**config.mk**
```make
export PLATFORM = sky130hd
export DESIGN_NAME = lamie_core
export DESIGN_NICKNAME = d
export VERILOG_FILES = /design/src/logic/lamie_pkg.sv /design/src/logic/lamie_core.sv
export SDC_FILE = /design/constraint.sdc
export NUM_CORES = 1
export LEC_CHECK = 0
export ABC_AREA = 1
export BUFFER_PORTS_ARGS = -buffer_cell sky130_fd_sc_hd__buf_4
export CORE_MARGIN = 8
export CORE_UTILIZATION = 50
export CTS_CLUSTER_SIZE = 10
export DETAILED_ROUTE_END_ITERATION = 10
export PLACE_DENSITY = 0.88
export SETUP_SLACK_MARGIN = 0.3
export SLEW_MARGIN = 20
export SYNTH_ARGS = -nofsm -noshare
export SYNTH_HDL_FRONTEND = slang
export SYNTH_SLANG_ARGS = --single-unit
export TNS_END_PERCENT = 100
```
**constraint.sdc**
```tcl
create_clock -name clk_sys -period 1.81 [get_ports clk_sys]
set_input_delay 0.0905 -clock clk_sys [delete_from_list [all_inputs] [get_ports clk_sys]]
set_output_delay 0.0905 -clock clk_sys [all_outputs]
set_load 0.02 [all_outputs]
```
**src/logic/lamie_pkg.sv**
```systemverilog
package lamie_pkg;

	// Data, address and instruction widths.
	localparam int LAMIE_DW = 8;
	localparam int LAMIE_AW = 12;
	localparam int LAMIE_IW = 16;
	localparam int LAMIE_NPTR = 3;

	// Opcode prefixes, each compared at its own field position, except LAMIE_OP_ANY_DST, which the core never decodes.
	localparam logic [7:0] LAMIE_OP_OR_LIT = 8'h09;
	localparam logic [7:0] LAMIE_OP_BANK_LIT = 8'h01;
	localparam logic [7:0] LAMIE_OP_ACC_LIT = 8'h0e;
	localparam logic [5:0] LAMIE_OP_OR_FILE = 6'h04;
	localparam logic [5:0] LAMIE_OP_MOVE_FILE = 6'h14;
	localparam logic [6:0] LAMIE_OP_STORE_ACC = 7'h37;
	localparam logic [3:0] LAMIE_OP_ANY_SRC = 4'hc;
	localparam logic [3:0] LAMIE_OP_ANY_DST = 4'hf;
	localparam logic [9:0] LAMIE_OP_PTR_LIT = 10'h3b8;
	localparam int LAMIE_OP8_LSB = 8;
	localparam int LAMIE_OP7_LSB = 9;
	localparam int LAMIE_OP6_LSB = 10;
	localparam int LAMIE_OP4_LSB = 12;
	localparam int LAMIE_OP10_LSB = 6;
	localparam int LAMIE_D_BIT = 9;
	localparam int LAMIE_A_BIT = 8;
	localparam int LAMIE_PSEL_LSB = 4;
	localparam int LAMIE_HI_W = 4;

	// Data space mapping.
	localparam logic [7:0] LAMIE_IDX_LIMIT = 8'h5f;
	localparam logic [7:0] LAMIE_ACC_SPLIT = 8'h80;
	localparam logic [3:0] LAMIE_ACC_LO_PAGE = 4'h0;
	localparam logic [3:0] LAMIE_ACC_HI_PAGE = 4'hf;

	// Register byte offsets on the bus.
	localparam logic [7:0] LAMIE_REG_ACC = 8'h00;
	localparam logic [7:0] LAMIE_REG_FLAGS = 8'h04;
	localparam logic [7:0] LAMIE_REG_BANK = 8'h08;
	localparam logic [7:0] LAMIE_REG_CTRL = 8'h0c;
	localparam logic [7:0] LAMIE_REG_PTR0 = 8'h10;
	localparam logic [7:0] LAMIE_REG_PTR1 = 8'h14;
	localparam logic [7:0] LAMIE_REG_PTR2 = 8'h18;
	localparam int LAMIE_FLAG_Z_BIT = 0;
	localparam int LAMIE_FLAG_N_BIT = 1;
	localparam int LAMIE_FLAG_BUSY_BIT = 2;
	localparam int LAMIE_CTRL_EXT_BIT = 0;

	// Reset values.
	localparam logic [7:0] LAMIE_ACC_RST = 8'h00;
	localparam logic [3:0] LAMIE_BANK_RST = 4'h0;
	localparam logic [11:0] LAMIE_PTR_RST = 12'h000;

	typedef enum logic [1:0] {LAMIE_Q1, LAMIE_Q2, LAMIE_Q3, LAMIE_Q4}
		lamie_phase_t;
	typedef enum logic [1:0] {LAMIE_STEP_ONE, LAMIE_STEP_PTR2,
		LAMIE_STEP_ANY2} lamie_step_t;
	typedef enum logic [3:0] {LAMIE_K_NONE, LAMIE_K_OR_LIT, LAMIE_K_OR_FILE,
		LAMIE_K_MOVE_FILE, LAMIE_K_STORE_ACC, LAMIE_K_BANK_LIT,
		LAMIE_K_ACC_LIT, LAMIE_K_ANY, LAMIE_K_PTR} lamie_kind_t;

endpackage

```
**src/logic/lamie_core.sv**
```systemverilog
// Notes on behaviour
// - Or-literal ORs accumulator with literal, one cycle.
// - Or-file ORs accumulator with file register.
// - Destination bit picks accumulator or file register.
// - Or and move-file update only negative, zero.
// - Access bit picks fixed bank or bank selector.
// - Extended set, access bit clear, low file field: indexed offset mode.
// - Pointer load: high part first, low second.
// - Move-file copies file register to destination.
// - Move-any copies 12-bit source to 12-bit destination.
// - Move-any reads first cycle, writes second Q4.
// - Bank load keeps upper four bits zero.
// - Load-literal sets accumulator, flags unchanged.
// - Store writes accumulator to file, no flags.
module lamie_core #(
	parameter logic [lamie_pkg::LAMIE_AW-1:0] ACC_ADDR = 12'hfe8
) (
	// Clock, reset and enable.
	input wire logic clk_sys,
	input wire logic rst_n,
	input wire logic ce,
	// Instruction stream.
	input wire logic instr_valid,
	input wire logic [lamie_pkg::LAMIE_IW-1:0] instr_word,
	output logic instr_ready,
	// Data memory.
	output logic mem_re,
	output logic [lamie_pkg::LAMIE_AW-1:0] mem_raddr,
	input wire logic [lamie_pkg::LAMIE_DW-1:0] mem_rdata,
	output logic mem_we,
	output logic [lamie_pkg::LAMIE_AW-1:0] mem_waddr,
	output logic [lamie_pkg::LAMIE_DW-1:0] mem_wdata,
	// Wishbone slave.
	input wire logic wb_cyc_i,
	input wire logic wb_stb_i,
	input wire logic wb_we_i,
	input wire logic [7:0] wb_adr_i,
	input wire logic [3:0] wb_sel_i,
	input wire logic [31:0] wb_dat_i,
	output logic [31:0] wb_dat_o,
	output logic wb_ack_o
);
	import lamie_pkg::*;

	lamie_phase_t ph_r;
	lamie_step_t step_r;
	lamie_kind_t kind_r;
	lamie_kind_t kind_dec;
	logic [LAMIE_IW-1:0] ir_r;
	logic [LAMIE_AW-1:0] addr_r;
	logic [LAMIE_DW-1:0] acc_r;
	logic [LAMIE_DW-1:0] res_r;
	logic [LAMIE_DW-1:0] res_nxt;
	logic [LAMIE_HI_W-1:0] bank_r;
	logic [LAMIE_AW-1:0] fp_r [LAMIE_NPTR];
	logic [1:0] psel_r;
	logic flag_n_r;
	logic flag_z_r;
	logic ext_en_r;
	logic mem_re_r;
	logic mem_we_r;
	logic [LAMIE_AW-1:0] mem_waddr_r;
	logic [LAMIE_DW-1:0] mem_wdata_r;
	logic ack_r;
	logic [31:0] dat_r;

	// Phase strobes.
	wire accept = ce && ph_r == LAMIE_Q1 && instr_valid;
	wire q3 = ce && ph_r == LAMIE_Q3;
	wire q4 = ce && ph_r == LAMIE_Q4;
	wire first = step_r == LAMIE_STEP_ONE;

	// Instruction fields.
	wire [7:0] f_fld = instr_word[7:0];
	wire a_bit = instr_word[LAMIE_A_BIT];
	wire d_r = ir_r[LAMIE_D_BIT];
	wire [7:0] op8 = instr_word[LAMIE_OP8_LSB +: 8];
	wire [6:0] op7 = instr_word[LAMIE_OP7_LSB +: 7];
	wire [5:0] op6 = instr_word[LAMIE_OP6_LSB +: 6];
	wire [3:0] op4 = instr_word[LAMIE_OP4_LSB +: 4];
	wire [9:0] op10 = instr_word[LAMIE_OP10_LSB +: 10];

	// Decode of a first word.
	always_comb begin
		if (op8 == LAMIE_OP_OR_LIT)
			kind_dec = LAMIE_K_OR_LIT;
		else if (op6 == LAMIE_OP_OR_FILE)
			kind_dec = LAMIE_K_OR_FILE;
		else if (op6 == LAMIE_OP_MOVE_FILE)
			kind_dec = LAMIE_K_MOVE_FILE;
		else if (op7 == LAMIE_OP_STORE_ACC)
			kind_dec = LAMIE_K_STORE_ACC;
		else if (op8 == LAMIE_OP_BANK_LIT)
			kind_dec = LAMIE_K_BANK_LIT;
		else if (op8 == LAMIE_OP_ACC_LIT)
			kind_dec = LAMIE_K_ACC_LIT;
		else if (op4 == LAMIE_OP_ANY_SRC)
			kind_dec = LAMIE_K_ANY;
		else if (op10 == LAMIE_OP_PTR_LIT)
			kind_dec = LAMIE_K_PTR;
		else
			kind_dec = LAMIE_K_NONE;
	end

	// Effective file address for byte-oriented instructions.
	wire idx_mode = !a_bit && ext_en_r && f_fld <= LAMIE_IDX_LIMIT;
	wire [LAMIE_AW-1:0] idx_addr = fp_r[2] + {4'h0, f_fld};
	wire [3:0] acc_page = (f_fld < LAMIE_ACC_SPLIT) ? LAMIE_ACC_LO_PAGE :
		LAMIE_ACC_HI_PAGE;
	wire [LAMIE_AW-1:0] bank_addr = a_bit ? {bank_r, f_fld} :
		{acc_page, f_fld};
	wire [LAMIE_AW-1:0] file_addr = idx_mode ? idx_addr : bank_addr;
	wire [LAMIE_AW-1:0] any_addr = instr_word[LAMIE_AW-1:0];
	wire [LAMIE_AW-1:0] eff_addr = (!first || kind_dec == LAMIE_K_ANY) ?
		any_addr : file_addr;
	wire need_read = first && (kind_dec == LAMIE_K_OR_FILE ||
		kind_dec == LAMIE_K_MOVE_FILE || kind_dec == LAMIE_K_ANY);

	// The accumulator is also a data space location, so it is read here
	// rather than through memory to avoid a stale copy.
	wire at_acc = addr_r == ACC_ADDR;
	wire [LAMIE_DW-1:0] rd_val = at_acc ? acc_r : mem_rdata;

	always_comb begin
		case (kind_r)
			LAMIE_K_OR_LIT: res_nxt = acc_r | ir_r[7:0];
			LAMIE_K_OR_FILE: res_nxt = acc_r | rd_val;
			LAMIE_K_MOVE_FILE: res_nxt = rd_val;
			LAMIE_K_STORE_ACC: res_nxt = acc_r;
			LAMIE_K_ACC_LIT: res_nxt = ir_r[7:0];
			LAMIE_K_ANY: res_nxt = rd_val;
			default: res_nxt = res_r;
		endcase
	end

	// Routing of the result.
	wire nz_kind = kind_r == LAMIE_K_OR_LIT || kind_r == LAMIE_K_OR_FILE ||
		kind_r == LAMIE_K_MOVE_FILE;
	wire file_kind = kind_r == LAMIE_K_OR_FILE ||
		kind_r == LAMIE_K_MOVE_FILE;
	wire any2 = step_r == LAMIE_STEP_ANY2;
	wire to_mem = (file_kind && d_r) || kind_r == LAMIE_K_STORE_ACC ||
		any2;
	wire to_acc = kind_r == LAMIE_K_OR_LIT || kind_r == LAMIE_K_ACC_LIT ||
		(file_kind && !d_r) || (to_mem && at_acc);
	wire acc_wr = q4 && (first || any2) && to_acc;
	wire flag_wr = q4 && first && nz_kind;

	// Phase sequence, stalled at the first phase until a word arrives.
	always_ff @(posedge clk_sys or negedge rst_n) begin
		if (!rst_n)
			ph_r <= LAMIE_Q1;
		else if (ce && (ph_r != LAMIE_Q1 || instr_valid))
			ph_r <= lamie_phase_t'(ph_r + 2'd1);
	end

	// Decode phase captures the word and its address.
	always_ff @(posedge clk_sys or negedge rst_n) begin
		if (!rst_n) begin
			ir_r <= '0;
			kind_r <= LAMIE_K_NONE;
			addr_r <= '0;
		end else if (accept) begin
			ir_r <= instr_word;
			addr_r <= eff_addr;
			if (first)
				kind_r <= kind_dec;
		end
	end

	// Read request stands for the second phase only; the second word of a
	// move-any issues none.
	always_ff @(posedge clk_sys or negedge rst_n) begin
		if (!rst_n)
			mem_re_r <= 1'b0;
		else if (ce)
			mem_re_r <= accept && need_read;
	end

	// Process phase; move-any keeps its source byte for the next cycle.
	always_ff @(posedge clk_sys or negedge rst_n) begin
		if (!rst_n)
			res_r <= '0;
		else if (q3 && first)
			res_r <= res_nxt;
	end

	// Memory write stands for the fourth phase.
	always_ff @(posedge clk_sys or negedge rst_n) begin
		if (!rst_n) begin
			mem_we_r <= 1'b0;
			mem_waddr_r <= '0;
			mem_wdata_r <= '0;
		end else if (ce) begin
			mem_we_r <= q3 && (first || any2) && to_mem && !at_acc;
			if (q3) begin
				mem_waddr_r <= addr_r;
				mem_wdata_r <= any2 ? res_r : res_nxt;
			end
		end
	end

	// Two-word sequencing.
	always_ff @(posedge clk_sys or negedge rst_n) begin
		if (!rst_n)
			step_r <= LAMIE_STEP_ONE;
		else if (q4 && first && kind_r == LAMIE_K_PTR)
			step_r <= LAMIE_STEP_PTR2;
		else if (q4 && first && kind_r == LAMIE_K_ANY)
			step_r <= LAMIE_STEP_ANY2;
		else if (q4)
			step_r <= LAMIE_STEP_ONE;
	end

	// Bus write decode; the core wins over software in the same cycle.
	wire bus_req = wb_cyc_i && wb_stb_i && !ack_r;
	wire bus_wr = bus_req && wb_we_i && wb_sel_i[0];
	wire wr_acc_bus = bus_wr && wb_adr_i == LAMIE_REG_ACC;
	wire wr_bank_bus = bus_wr && wb_adr_i == LAMIE_REG_BANK;
	wire wr_ctrl_bus = bus_wr && wb_adr_i == LAMIE_REG_CTRL;
	wire bank_wr = q4 && first && kind_r == LAMIE_K_BANK_LIT;

	// Read data is gone by the fourth phase; write the held result.
	always_ff @(posedge clk_sys or negedge rst_n) begin
		if (!rst_n)
			acc_r <= LAMIE_ACC_RST;
		else if (acc_wr)
			acc_r <= res_r;
		else if (ce && wr_acc_bus)
			acc_r <= wb_dat_i[LAMIE_DW-1:0];
	end

	always_ff @(posedge clk_sys or negedge rst_n) begin
		if (!rst_n) begin
			flag_n_r <= 1'b0;
			flag_z_r <= 1'b0;
		end else if (flag_wr) begin
			flag_n_r <= res_r[LAMIE_DW-1];
			flag_z_r <= res_r == '0;
		end
	end

	// Only a low nibble is stored, so the upper bits cannot become set.
	always_ff @(posedge clk_sys or negedge rst_n) begin
		if (!rst_n)
			bank_r <= LAMIE_BANK_RST;
		else if (bank_wr)
			bank_r <= ir_r[LAMIE_HI_W-1:0];
		else if (ce && wr_bank_bus)
			bank_r <= wb_dat_i[LAMIE_HI_W-1:0];
	end

	always_ff @(posedge clk_sys or negedge rst_n) begin
		if (!rst_n) begin
			ext_en_r <= 1'b0;
			psel_r <= 2'd0;
		end else if (ce) begin
			if (wr_ctrl_bus)
				ext_en_r <= wb_dat_i[LAMIE_CTRL_EXT_BIT];
			if (q4 && first && kind_r == LAMIE_K_PTR)
				psel_r <= ir_r[LAMIE_PSEL_LSB +: 2];
		end
	end

	// File pointers: high part in the first cycle, low byte in the second.
	for (genvar i = 0; i < LAMIE_NPTR; i++) begin : g_ptr
		wire hi_wr = q4 && first && kind_r == LAMIE_K_PTR &&
			ir_r[LAMIE_PSEL_LSB +: 2] == 2'(i);
		wire lo_wr = q4 && step_r == LAMIE_STEP_PTR2 && psel_r == 2'(i);
		always_ff @(posedge clk_sys or negedge rst_n) begin
			if (!rst_n)
				fp_r[i] <= LAMIE_PTR_RST;
			else if (hi_wr)
				fp_r[i][LAMIE_AW-1 -: LAMIE_HI_W] <=
					ir_r[LAMIE_HI_W-1:0];
			else if (lo_wr)
				fp_r[i][LAMIE_DW-1:0] <= ir_r[LAMIE_DW-1:0];
		end
	end

	// Bus read selection; unmapped offsets read as zero and still ack.
	wire [31:0] rd_flags = 32'(({flag_n_r, flag_z_r} << LAMIE_FLAG_Z_BIT) |
		(32'(!first) << LAMIE_FLAG_BUSY_BIT));
	wire [31:0] rd_mux =
		(wb_adr_i == LAMIE_REG_ACC) ? 32'(acc_r) :
		(wb_adr_i == LAMIE_REG_FLAGS) ? rd_flags :
		(wb_adr_i == LAMIE_REG_BANK) ? 32'(bank_r) :
		(wb_adr_i == LAMIE_REG_CTRL) ? 32'(ext_en_r) :
		(wb_adr_i == LAMIE_REG_PTR0) ? 32'(fp_r[0]) :
		(wb_adr_i == LAMIE_REG_PTR1) ? 32'(fp_r[1]) :
		(wb_adr_i == LAMIE_REG_PTR2) ? 32'(fp_r[2]) : 32'h0000_0000;

	always_ff @(posedge clk_sys or negedge rst_n) begin
		if (!rst_n) begin
			ack_r <= 1'b0;
			dat_r <= '0;
		end else if (ce) begin
			ack_r <= bus_req;
			if (bus_req)
				dat_r <= rd_mux;
		end
	end

	assign instr_ready = ce && ph_r == LAMIE_Q1;
	assign mem_re = mem_re_r;
	assign mem_raddr = addr_r;
	assign mem_we = mem_we_r;
	assign mem_waddr = mem_waddr_r;
	assign mem_wdata = mem_wdata_r;
	assign wb_ack_o = ack_r;
	assign wb_dat_o = dat_r;
endmodule // lamie_core

```
Word-level counts from Yosys, hierarchy flattened
Index checks and enable logic that the tools add are counted.
{"block": "word_totals", "out_inout_bits": 68, "in_bits": 75, "register_bits": 146, "word_cells": 173}
{"block": "classes", "add_sub_neg": 2, "bitwise_logic": 6, "n_reduce_logical": 76, "n_lt_le_gt_ge": 2, "eq_ne": 34, "n_mux": 29}
{"op": "$mux 12", "count": 10}
{"op": "$mux 4", "count": 11}
{"op": "$pmux 8 s5", "count": 1}
{"op": "$logic_and 1x1->1", "count": 39}
{"op": "$eq 8x4->1 const B", "count": 4}
{"op": "$mux 8", "count": 4}
{"op": "$eq 8x5->1 const B", "count": 3}
{"op": "$eq 4x3->1 const B", "count": 5}
{"op": "$eq 4x2->1 const B", "count": 4}
{"op": "$logic_not 8->1", "count": 2}
{"op": "$or 8x8->8", "count": 2}
{"op": "$reduce_and 2->1", "count": 8}
{"op": "$logic_or 1x1->1", "count": 13}
{"op": "$add 12x8->12", "count": 1}
{"op": "$eq 12x12->1 const B", "count": 1}
{"op": "$eq 10x10->1 const B", "count": 1}
{"op": "$eq 2x2->1 const B", "count": 5}
{"op": "$eq 4x4->1 const B", "count": 2}
{"op": "$eq 8x1->1 const B", "count": 1}
{"op": "$eq 8x3->1 const B", "count": 1}
{"op": "$le 8x7->1 const B", "count": 1}
{"op": "$logic_not 2->1", "count": 4}
{"op": "$lt 8x8->1 const B", "count": 1}
{"op": "$eq 7x6->1 const B", "count": 1}
{"op": "12 further kinds", "count": 24}

Logic depth before layout (Yosys ltp)
Gate-level depths: netlist of the first run.
{"block": "depth", "depth_word": 14, "ltp_mapped": 13, "depth_no_buf": 13}

Worst setup path after synthesis of the first run
Ideal clock, no wire load.
{"block": "synth_timing", "path_type": "register to register", "startpoint": "register fp_r[0] (netlist bit)", "endpoint": "register addr_r[10] (netlist: mem_raddr[10])", "setup_slack_ns": 0.075, "arrival_time_ns": 1.619, "setup_ns": 0.117, "n_path_buf": 0, "required_ns": 1.693, "path_stages_with_launch": 14, "cell_sequence": "dfrtp_1 ha_1 inv_1 fa_1 inv_1 nand3_1 nand3_1 nand2_1 nand2_1 nand3_1 nand3_1 nand2_1 nand2_1 nand2_1"}
{"block": "synth_between", "elab_chain_len": 3}
{"item": "start: declaration", "line_no": "lamie_core.sv:55", "rtl": "logic [LAMIE_AW-1:0] fp_r [LAMIE_NPTR];"}
{"item": "start signal: indexed assignment", "line_no": "lamie_core.sv:274", "rtl": "fp_r[i][LAMIE_AW-1 -: LAMIE_HI_W] <="}
{"item": "start signal: indexed assignment", "line_no": "lamie_core.sv:277", "rtl": "fp_r[i][LAMIE_DW-1:0] <= ir_r[LAMIE_DW-1:0];"}
{"item": "$add 12x8->12", "line_no": "lamie_core.sv:107", "rtl": "wire [LAMIE_AW-1:0] idx_addr = fp_r[2] + {4'h0, f_fld};"}
{"item": "$mux 12", "line_no": "lamie_core.sv:112", "rtl": "wire [LAMIE_AW-1:0] file_addr = idx_mode ? idx_addr : bank_addr;"}
{"item": "$mux 12", "line_no": "lamie_core.sv:114", "rtl": "wire [LAMIE_AW-1:0] eff_addr = (!first || kind_dec == LAMIE_K_ANY) ?"}
{"item": "end signal: assignment", "line_no": "lamie_core.sv:165", "rtl": "addr_r <= eff_addr;"}
{"item": "end: declaration", "line_no": "lamie_core.sv:50", "rtl": "logic [LAMIE_AW-1:0] addr_r;"}
Every way passes these cells.
A chain may end at the register's enable or synchronous reset.

Worst setup path after layout of the first run
{"block": "layout_timing", "startpoint": "register fp_r[0] (netlist bit)", "endpoint": "register addr_r[8] (netlist: mem_raddr[8])"}
The elaborated chain is that of the path after synthesis.

==> flow_summary.ini, run 1 <==
[status]
outcome = finished with violations
violations = negative setup slack

[critical_path]
arrival_ns = 2.30
critPathCaptureType = flop
start_kind = flop
reg2reg_slack_ns = -0.17
required_ns = 2.13
critPathKind = flop to flop
worstPathMaxFanout = 3

[flow_run]
cap_violations = 0

[synthesis]
ys_warn_count = 0
synth_area_um2 = 7140
ys_ff_latch = 125
syn_avg_cell_area_um2 = 7.32
ys.flop_type = dfrtp_1
ys_async_sr_fraction_pct = 100
synth_cell_types = 47
synthCells = 975
synth-seq-area-share_pct = 43.8
synth-edff-count = 0

[finish]
syn_to_final_growth_pct = 51.0
final_util_pct = 77.3
final_cell_mix = nand2_1 (203), buf_4 (151), inv_1 (115)
fin_nets = 1266
final_common_cell = nand2_1
antenna_cells = 0
stdcell_area_um2 = 10800
drive_above_1_share_pct = 41.4

[power]
p_int_uw = 8680
p_comb_share_pct = 48.0
net-switching-power_uw = 6930
irDropWorstVdd_uv = 823
p_sw_share_pct = 44.4
total_leakage_power_uw = 0.00542
p_seq_share_pct = 29.4
power_density_nw_per_um2 = 1450
clock_power_share_pct = 22.6

[sta]
worst_pin_slew_ns = 0.664
maxSlewHeadroom_pct = 55.4
clock_skew_ns = 0.0104
hold_violations = 0
finalCritPeriodShare_pct = 109
grt_setup_unrepaired = true
hold_ws_ns = 0.0120
setup_violations = 4
fin_ws_ns = -0.168
max_clock_freq_mhz = 506
min_period_ns = 1.98
slew_viol_final = 0

[floorplan]
pin_count = 143
num_rows = 43
die_w_um = 135
core_area_um2 = 13900
die_area_um2 = 18300
start_util_pct = 51.2
die_h_um = 135

[clocking]
tritoncts = yes
ctsLongestPathBuffers = 2
clkTransAtPathRegs_ns = 0.06
numClockSinks = 125
cts_buffers = 17
htreeDepth = 4
clk_latency_ns = 0.43
clock-root-buffer = clkbuf_16

[drt]
vias = 8326
drt_iter0_drc = 1207
dr_wl_met3_um = 3430
wl_per_cell_um = 21.4
firstDrtPassIters = 10
top_layer_used = met4
avgViaCountPerCell = 6.07
ant_nets = 0
drc_errors = 0
wirelength_um = 29300
wl_met2_um = 13600
met1Wirelength_um = 10100

[global_route]
overflow = 0
antenna_found_initial = 0
grt_use_total_pct = 25.2
grt_pass1_vias = 7239
grt_first_pass_wirelength_um = 36400
grt_max_degree = 42

[placed_design]
place_area_um2 = 8340
gp_congestion = 0.940
io_buffer_count = 95
hpwl_um = 16600

[worst_hold_path]
min_path_type = primary input to flop
## power groups by stage
stage / Clock (µW) / Sequential, µW / Combinational [µW]
global route: 3640 / 4650 / 7920
detailed placement: 0 / 4390 / 4810
floorplan: 0 / 4620 / 2630
global placement: 0 / 4350 / 4710
finish: 3520 / 4590 / 7490
CTS: 3480 / 4360 / 5180
## cell usage after synthesis (4+ instances only)
cell      number  area share [%]
dfrtp_1      125              44
nor3_1         6            0.42
a21oi_1       35             2.5
buf_4         21             2.2
nand3_1       72             5.1
inv_2          5            0.26
clkbuf_1      12            0.63
nor2_1        56             2.9
nand2_2        5            0.44
o211ai_1       7            0.74
nor2_4         4            0.63
nand2_1      299              16
o21a_1         4            0.42
inv_1        136             7.2
ha_1          11             1.9
nand4_1       19             1.7
nor2_2         5            0.44
o21ai_0      106             7.4
## worst max-delay path, stage by stage (launching register included)
cell and delay [ns]:
dfrtp_1 0.36, ha_2 0.21, inv_2 0.05, fa_2 0.35
inv_2 0.08, nand3_2 0.10, nand3_4 0.11, nand2_2 0.07
nand2_2 0.10, nand2_2 0.08, nand3_2 0.09, nand3b_1 0.09
nand2_1 0.09, nand2_1 0.07
## flip-flops by register name (all words and copies together), names as in the netlist, 4 cells and up
| name | flops |
|---|---|
| wb_dat_o | 12 |
| mem_waddr | 12 |
| res_r | 8 |
| ir_r | 9 |
| fp_r | 36 |
| bank_r | 4 |
| acc_r | 8 |
| kind_r | 4 |
| mem_wdata | 8 |
| mem_raddr | 12 |
## through the flow
step	total power, µW	cells	TNS [ns]	setup slack (ns)
after floorplan	7250	994	0	0.156
after CTS	13000	1338	0	0.103
after global routing	16200	1372	-0.636	-0.215
after global placement	9070	1281	0	0.0668
final	15600	1372	-0.316	-0.168
after detailed placement	9200	1281	0	0.0242
## layout make-up
cell class,instances,area (µm²)
Tap cell,180,225
Timing Repair Buffer,202,1770
Clock buffer,25,485
Multi-Input combinational cell,691,4460
Clock inverter,7,110
Sequential cell,125,3140
Fill cell,858,3160
Inverter,142,574
## timing repair
action                                  4_1_cts  5_1_grt
gates resized for setup                      91      342
endpoints found under the setup margin       75      100
hold endpoints to repair                     43        0
hold buffers                                  8        0
buffers inserted                             17       27
pin swaps                                    14       72
cloned                                        0        7
## per-layer routing
metal / vias up / GRT usage (%)
met5: - / 0
met4: 0 / 12.3
met3: 235 / 6.19
met2: 720 / 40.9
met1: 3859 / 30.8
li1: 3512 / -
## logic make-up after synthesis
logic type,share of synthesized area (%)
compound gates,12.8
mux,0.140
other cells,0.0526
xor+xnor,0.491
flops,43.8
buf+inv,10.7
fa+ha+maj,2.21
simple gates,29.7
## final timing paths
| kind | cells past startpoint | startpoint | to |
|---|---|---|---|
| worst min-delay path | 3 | instr_word[13] | kind_r[3]$_DFFE_PN0P_ |
| worst max register to register | 13 | fp_r[0]$_DFFE_PN0P_ | mem_raddr[8]$_DFFE_PN0P_ |
| worst min register to register | 2 | mem_wdata[7]$_DFFE_PN0P_ | mem_wdata[7]$_DFFE_PN0P_ |
| worst max-delay path | 13 | fp_r[0]$_DFFE_PN0P_ | mem_raddr[8]$_DFFE_PN0P_ |
| max in group asynchronous | 3 | rst_n | wb_dat_o[0]$_DFFE_PN0P_ |
| min in group asynchronous | 2 | rst_n | mem_waddr[3]$_DFFE_PN0P_ |
Note: power is estimated with default switching activity, not from simulation.
==> run 2, diff against run 1 <==
- SKIP_CTS_REPAIR_TIMING: default -> 1
==> run 2 against run 1 <==
Sequential cell count is the same. Clock power is essentially flat. Clock skew up 0.0013 ns. Sequential power fell by 1%. The run ends with negative hold slack left. Wire length decreased by 11%. Clock-buffer cell count did not move. Global-route usage decreased by 1.3 points. Via count decreased by 6.1%. Design area decreased by 2.9%. Register-to-register slack improved by 0.19 ns. Combinational power decreased by 4.4%. Largest power group unchanged. Sequential share of layout area grew 0.88 points. Largest cell class unchanged.
==> flow_summary.ini, run 2 (synthesis results as in run 1) <==
[finish]
final_common_cell = nand2_1
drive_above_1_share_pct = 40.2
stdcell_area_um2 = 10500
final_cell_mix = nand2_1 (203), buf_4 (145), inv_1 (115)
regArea_um2 = 3140
fin_nets = 1246
multi_input_comb_area_um2 = 4380
final_util_pct = 75.1
fill_cells = 914
top_register = fp_r
largest_reg_flops = 36
antenna_cells = 0
syn_to_final_growth_pct = 46.7

[flow_run]
cap_violations = 0

[critical_path]
reg2reg_slack_ns = 0.02
start_kind = flop
cpMaxStageDelayCell = dfrtp_2
slowest_delay_ns = 0.45
critPathKind = flop to flop
required_ns = 2.14
crit_family = simple AND/OR/NAND/NOR gates
arrival_ns = 2.12
worstPathMaxFanout = 8
cp_num_buf_inv = 0
crit_chain = nor2_4, nand2_2, o21ai_2, nor2_4, o21ai_4, nand2_4, nand2_2, nand3_2
critPathCaptureType = flop

[power]
p_sw_share_pct = 43.4
net-switching-power_uw = 6600
irDropWorstVdd_uv = 897
p_comb_share_pct = 47.1
p_int_uw = 8600
clock_power_share_pct = 23.1
power_density_nw_per_um2 = 1450
total_leakage_power_uw = 0.00526
p_seq_share_pct = 29.8

[floorplan]
start_util_pct = 51.2
die_area_um2 = 18300
die_h_um = 135
die_w_um = 135
pin_count = 143
core_area_um2 = 13900
num_rows = 43

[global_route]
antenna_found_initial = 0
grt_max_degree = 42
grt_pass1_vias = 6871
overflow = 0
grt_use_total_pct = 23.9
grt_first_pass_wirelength_um = 34500

[sta]
min_period_ns = 1.79
max_clock_freq_mhz = 559
maxSlewHeadroom_pct = 54.3
finalCritPeriodShare_pct = 98.9
setup_violations = 0
clock_skew_ns = 0.0116
fin_ws_ns = 0.0200
worst_pin_slew_ns = 0.680
hold_violations = 2
slew_viol_final = 0
hold_ws_ns = -0.0248
grt_setup_unrepaired = true

[clocking]
numClockSinks = 125
ctsLongestPathBuffers = 2
clkTransAtPathRegs_ns = 0.06
tritoncts = yes
htreeDepth = 4
clock-root-buffer = clkbuf_16
clk_latency_ns = 0.44
cts_buffers = 17

[drt]
drt_iter0_drc = 879
wirelength_um = 26200
wl_per_cell_um = 19.4
drc_errors = 0
ant_nets = 0
vias = 7818
firstDrtPassIters = 8
avgViaCountPerCell = 5.78

[placed_design]
place_area_um2 = 8340
io_buffer_count = 95
hpwl_um = 16600
dp_slack_ns = 0.0242
gp_congestion = 0.940

[status]
violations = negative hold slack
outcome = finished with violations

[worst_hold_path]
min_path_type = primary input to flop
## run 2: cell types whose count changed in the layout (fill, tap and decap cells not counted), moves of 3 or more
cell | before | now
o21ai_0 | 36 | 40
nand2_4 | 35 | 29
nor2_1 | 34 | 37
nand2_2 | 63 | 72
buf_4 | 151 | 145
dlygate4sd3_1 | 8 | 4
inv_4 | 7 | 4
clkinvlp_4 | 1 | 5
buf_6 | 32 | 20
o21ai_2 | 33 | 28
## run 2: layout make-up
class | count | share of cell area [%]
Clock buffer | 25 | 4.64
Sequential cell | 125 | 30.0
Multi-Input combinational cell | 693 | 41.8
Timing Repair inverter | 1 | 0.0717
Clock inverter | 7 | 1.05
Tap cell | 180 | 2.15
Timing Repair Buffer | 179 | 14.8
Inverter | 142 | 5.45
## run 2: path summary, 6_finish.rpt
path,start,endpoint,cells past startpoint
max in group asynchronous,rst_n,psel_r[0]$_DFFE_PN0P_,3
setup / recovery,kind_r[2]$_DFFE_PN0P_,acc_r[0]$_DFFE_PN0P_,8
hold / removal,instr_word[5],ir_r[5]$_DFFE_PN0P_,3
hold reg to reg,mem_wdata[0]$_DFFE_PN0P_,mem_wdata[0]$_DFFE_PN0P_,2
min in group asynchronous,rst_n,mem_waddr[3]$_DFFE_PN0P_,2
setup reg to reg,kind_r[2]$_DFFE_PN0P_,acc_r[0]$_DFFE_PN0P_,8
## run 2: tightest hold or removal path: stages
cell	delay [ns]
buf_4	0.15
inv_1	0.05
o21ai_0	0.07
## run 2: metal layers
metal / track usage, % / up-vias / part of all wire [%]
met4: 9.07 / 0 / 4.9
met5: 0 / - / 0
met2: 39.0 / 511 / 48
met3: 6.12 / 117 / 9.9
met1: 29.9 / 3697 / 37
li1: - / 3493 / -
## run 2: power groups by stage
stage	clock network [µW]	logic [µW]	registers (µW)
2_1_floorplan	0	2630	4620
3_3_place_gp	0	4710	4350
3_5_place_dp	0	4810	4390
4_1_cts	3480	4860	4360
5_1_grt	3640	7650	4600
6_report	3500	7160	4530
## run 2: metrics by stage
| stage | TNS, ns | std cells | total power, µW |
|---|---|---|---|
| 4_1_cts | -0.0111 | 1313 | 12700 |
| 6_report | 0 | 1352 | 15200 |
| 3_3_place_gp | 0 | 1281 | 9070 |
| 5_1_grt | -0.641 | 1352 | 15900 |
| 3_5_place_dp | 0 | 1281 | 9200 |
| 2_1_floorplan | 0 | 994 | 7250 |
==> run 3, diff against run 2 <==
- CTS_BUF_LIST: default -> sky130_fd_sc_hd__clkbuf_8
==> run 3 against run 2 <==
The flow finishes with violations (negative hold slack, negative setup slack). Register-to-register slack worse by 0.04 ns. Clock-buffer cell count decreased by 5. Core utilization is 4.4 points lower. Via count decreased by 2.5%. Die area did not move. Critical path depth grew 5. Largest cell class unchanged. Sequential cell count unchanged. Total power shrank 11%. Setup slack worse by 0.042 ns. Hold slack better by 0.018 ns. Sequential share of layout area grew 1.9 points.
==> flow_summary.ini, run 3 (synthesis results as in run 1) <==
[floorplan]
die_area_um2 = 18300
num_rows = 43
core_area_um2 = 13900
pin_count = 143
start_util_pct = 51.2
die_h_um = 135
die_w_um = 135

[drt]
avgViaCountPerCell = 5.63
vias = 7620
wl_met2_um = 11900
met1Wirelength_um = 9620
ant_nets = 0
dr_wl_met3_um = 2280
drt_iter0_drc = 911
wirelength_um = 24700
top_layer_used = met4
firstDrtPassIters = 5
drc_errors = 0
wl_per_cell_um = 18.3

[worst_hold_path]
min_path_type = primary input to flop

[placed_design]
gp_congestion = 0.940
io_buffer_count = 95
hpwl_um = 16600

[global_route]
antenna_found_initial = 0
grt_pass1_vias = 6800
overflow = 0
grt_use_total_pct = 23.5
grt_first_pass_wirelength_um = 33900
grt_max_degree = 42

[finish]
final_common_cell = nand2_1
top_register = fp_r
syn_to_final_growth_pct = 38.1
drive_above_1_share_pct = 33.6
largest_reg_flops = 36
fill_cells = 1056
final_cell_mix = nand2_1 (245), buf_4 (148), inv_1 (125)
fin_nets = 1247
antenna_cells = 0

[critical_path]
crit_top_cell = nand2_1
critPathKind = flop to flop
arrival_ns = 2.18
cpMaxStageDelayCell = dfrtp_2
slowest_delay_ns = 0.49
crit_chain = nand2_1, nand3_4, nand2_4, buf_6, buf_6, nand2_2, nand2_1, nor2_1, nand2_1, nand2_2, nand2_1, nand2_1, nand2_1
worstPathMaxFanout = 7
reg2reg_slack_ns = -0.02
start_kind = flop
required_ns = 2.15
critPathCaptureType = flop

[clocking]
htreeDepth = 4
clock-root-buffer = clkbuf_8
clkTransAtPathRegs_ns = 0.07
numClockSinks = 125
ctsLongestPathBuffers = 2
tritoncts = yes
clk_latency_ns = 0.46
cts_buffers = 17

[sta]
maxSlewHeadroom_pct = 53.6
worst_pin_slew_ns = 0.690
min_period_ns = 1.83
hold_ws_ns = -0.00699
setup_violations = 2
finalCritPeriodShare_pct = 101
max_clock_freq_mhz = 546
grt_setup_unrepaired = true
hold_violations = 2
fin_ws_ns = -0.0223
slew_viol_final = 0
clock_skew_ns = 0.0163

[power]
irDropWorstVdd_uv = 636
total_leakage_power_uw = 0.00500
power_uw = 13500
power_density_nw_per_um2 = 1370

[flow_run]
cap_violations = 0

[status]
outcome = finished with violations
violations = negative hold slack, negative setup slack
run 3: cell count changes in the layout (fill, tap and decap cells not counted), moves of 11 or more:
| cell | delta |
|---|---|
| nand2_2 | -27 |
| clkbuf_8 | +17 |
| clkbuf_16 | -15 |
| nand2_4 | -13 |
| o21ai_1 | -11 |
| nand3_2 | -12 |
| o21ai_0 | +20 |
| nand3_1 | +13 |
| nand2_1 | +42 |
run 3: metal layers:
metal	up-vias	track usage, %
li1	3475	-
met4	0	8.95
met2	479	38.3
met5	-	0
met3	78	5.08
met1	3588	30.0
run 3: critical path, delay by kind of cell (launching register included):
family / cells / cell delay [ns]
buf+inv: 2 / 0.26
flops: 1 / 0.49
simple gates: 11 / 0.98
run 3: area by class of cell:
class / count / area, µm² / share of cell area, %
multi-input combinational: 692 / 3990 / 40.5
sequential: 125 / 3140 / 31.9
timing repair buffer: 181 / 1530 / 15.5
inverter: 142 / 557 / 5.65
clock buffer: 20 / 275 / 2.79
tap: 180 / 225 / 2.29
clock inverter: 12 / 129 / 1.31
timing repair inverter: 1 / 7.51 / 0.0762
run 3: path summary, 6_finish.rpt:
| check | from | endpoint | cells past startpoint |
|---|---|---|---|
| max | kind_r[0]$_DFFE_PN0P_ | mem_wdata[2]$_DFFE_PN0P_ | 13 |
| max reg2reg | kind_r[0]$_DFFE_PN0P_ | mem_wdata[2]$_DFFE_PN0P_ | 13 |
| min reg2reg | mem_wdata[7]$_DFFE_PN0P_ | mem_wdata[7]$_DFFE_PN0P_ | 2 |
| min in group asynchronous | rst_n | mem_waddr[3]$_DFFE_PN0P_ | 2 |
| max in group asynchronous | rst_n | fp_r[27]$_DFFE_PN0P_ | 3 |
| min | instr_word[13] | kind_r[3]$_DFFE_PN0P_ | 3 |
run 3: power breakdown:
| group | switching, µW | total [µW] | internal [µW] | leakage (µW) |
|---|---|---|---|---|
| clock network | 1100 | 2530 | 1440 | 0.000228 |
| registers | 874 | 4490 | 3620 | 0.00161 |
| logic | 4010 | 6510 | 2500 | 0.00316 |
run 3: per-stage QoR:
| stage | util [%] | std cells | setup TNS (ns) | worst slack (ns) | instance area [µm²] |
|---|---|---|---|---|---|
| floorplan | - | 994 | 0 | 0.156 | 7250 |
| global placement | 59.9 | 1281 | 0 | 0.0668 | 8340 |
| finish | 70.7 | 1353 | -0.0242 | -0.0223 | 9850 |
| detailed placement | 59.9 | 1281 | 0 | 0.0242 | 8340 |
| CTS | 62.8 | 1313 | -0.000587 | -0.000587 | 8750 |
| global route | 70.7 | 1353 | -0.444 | -0.0955 | 9850 |
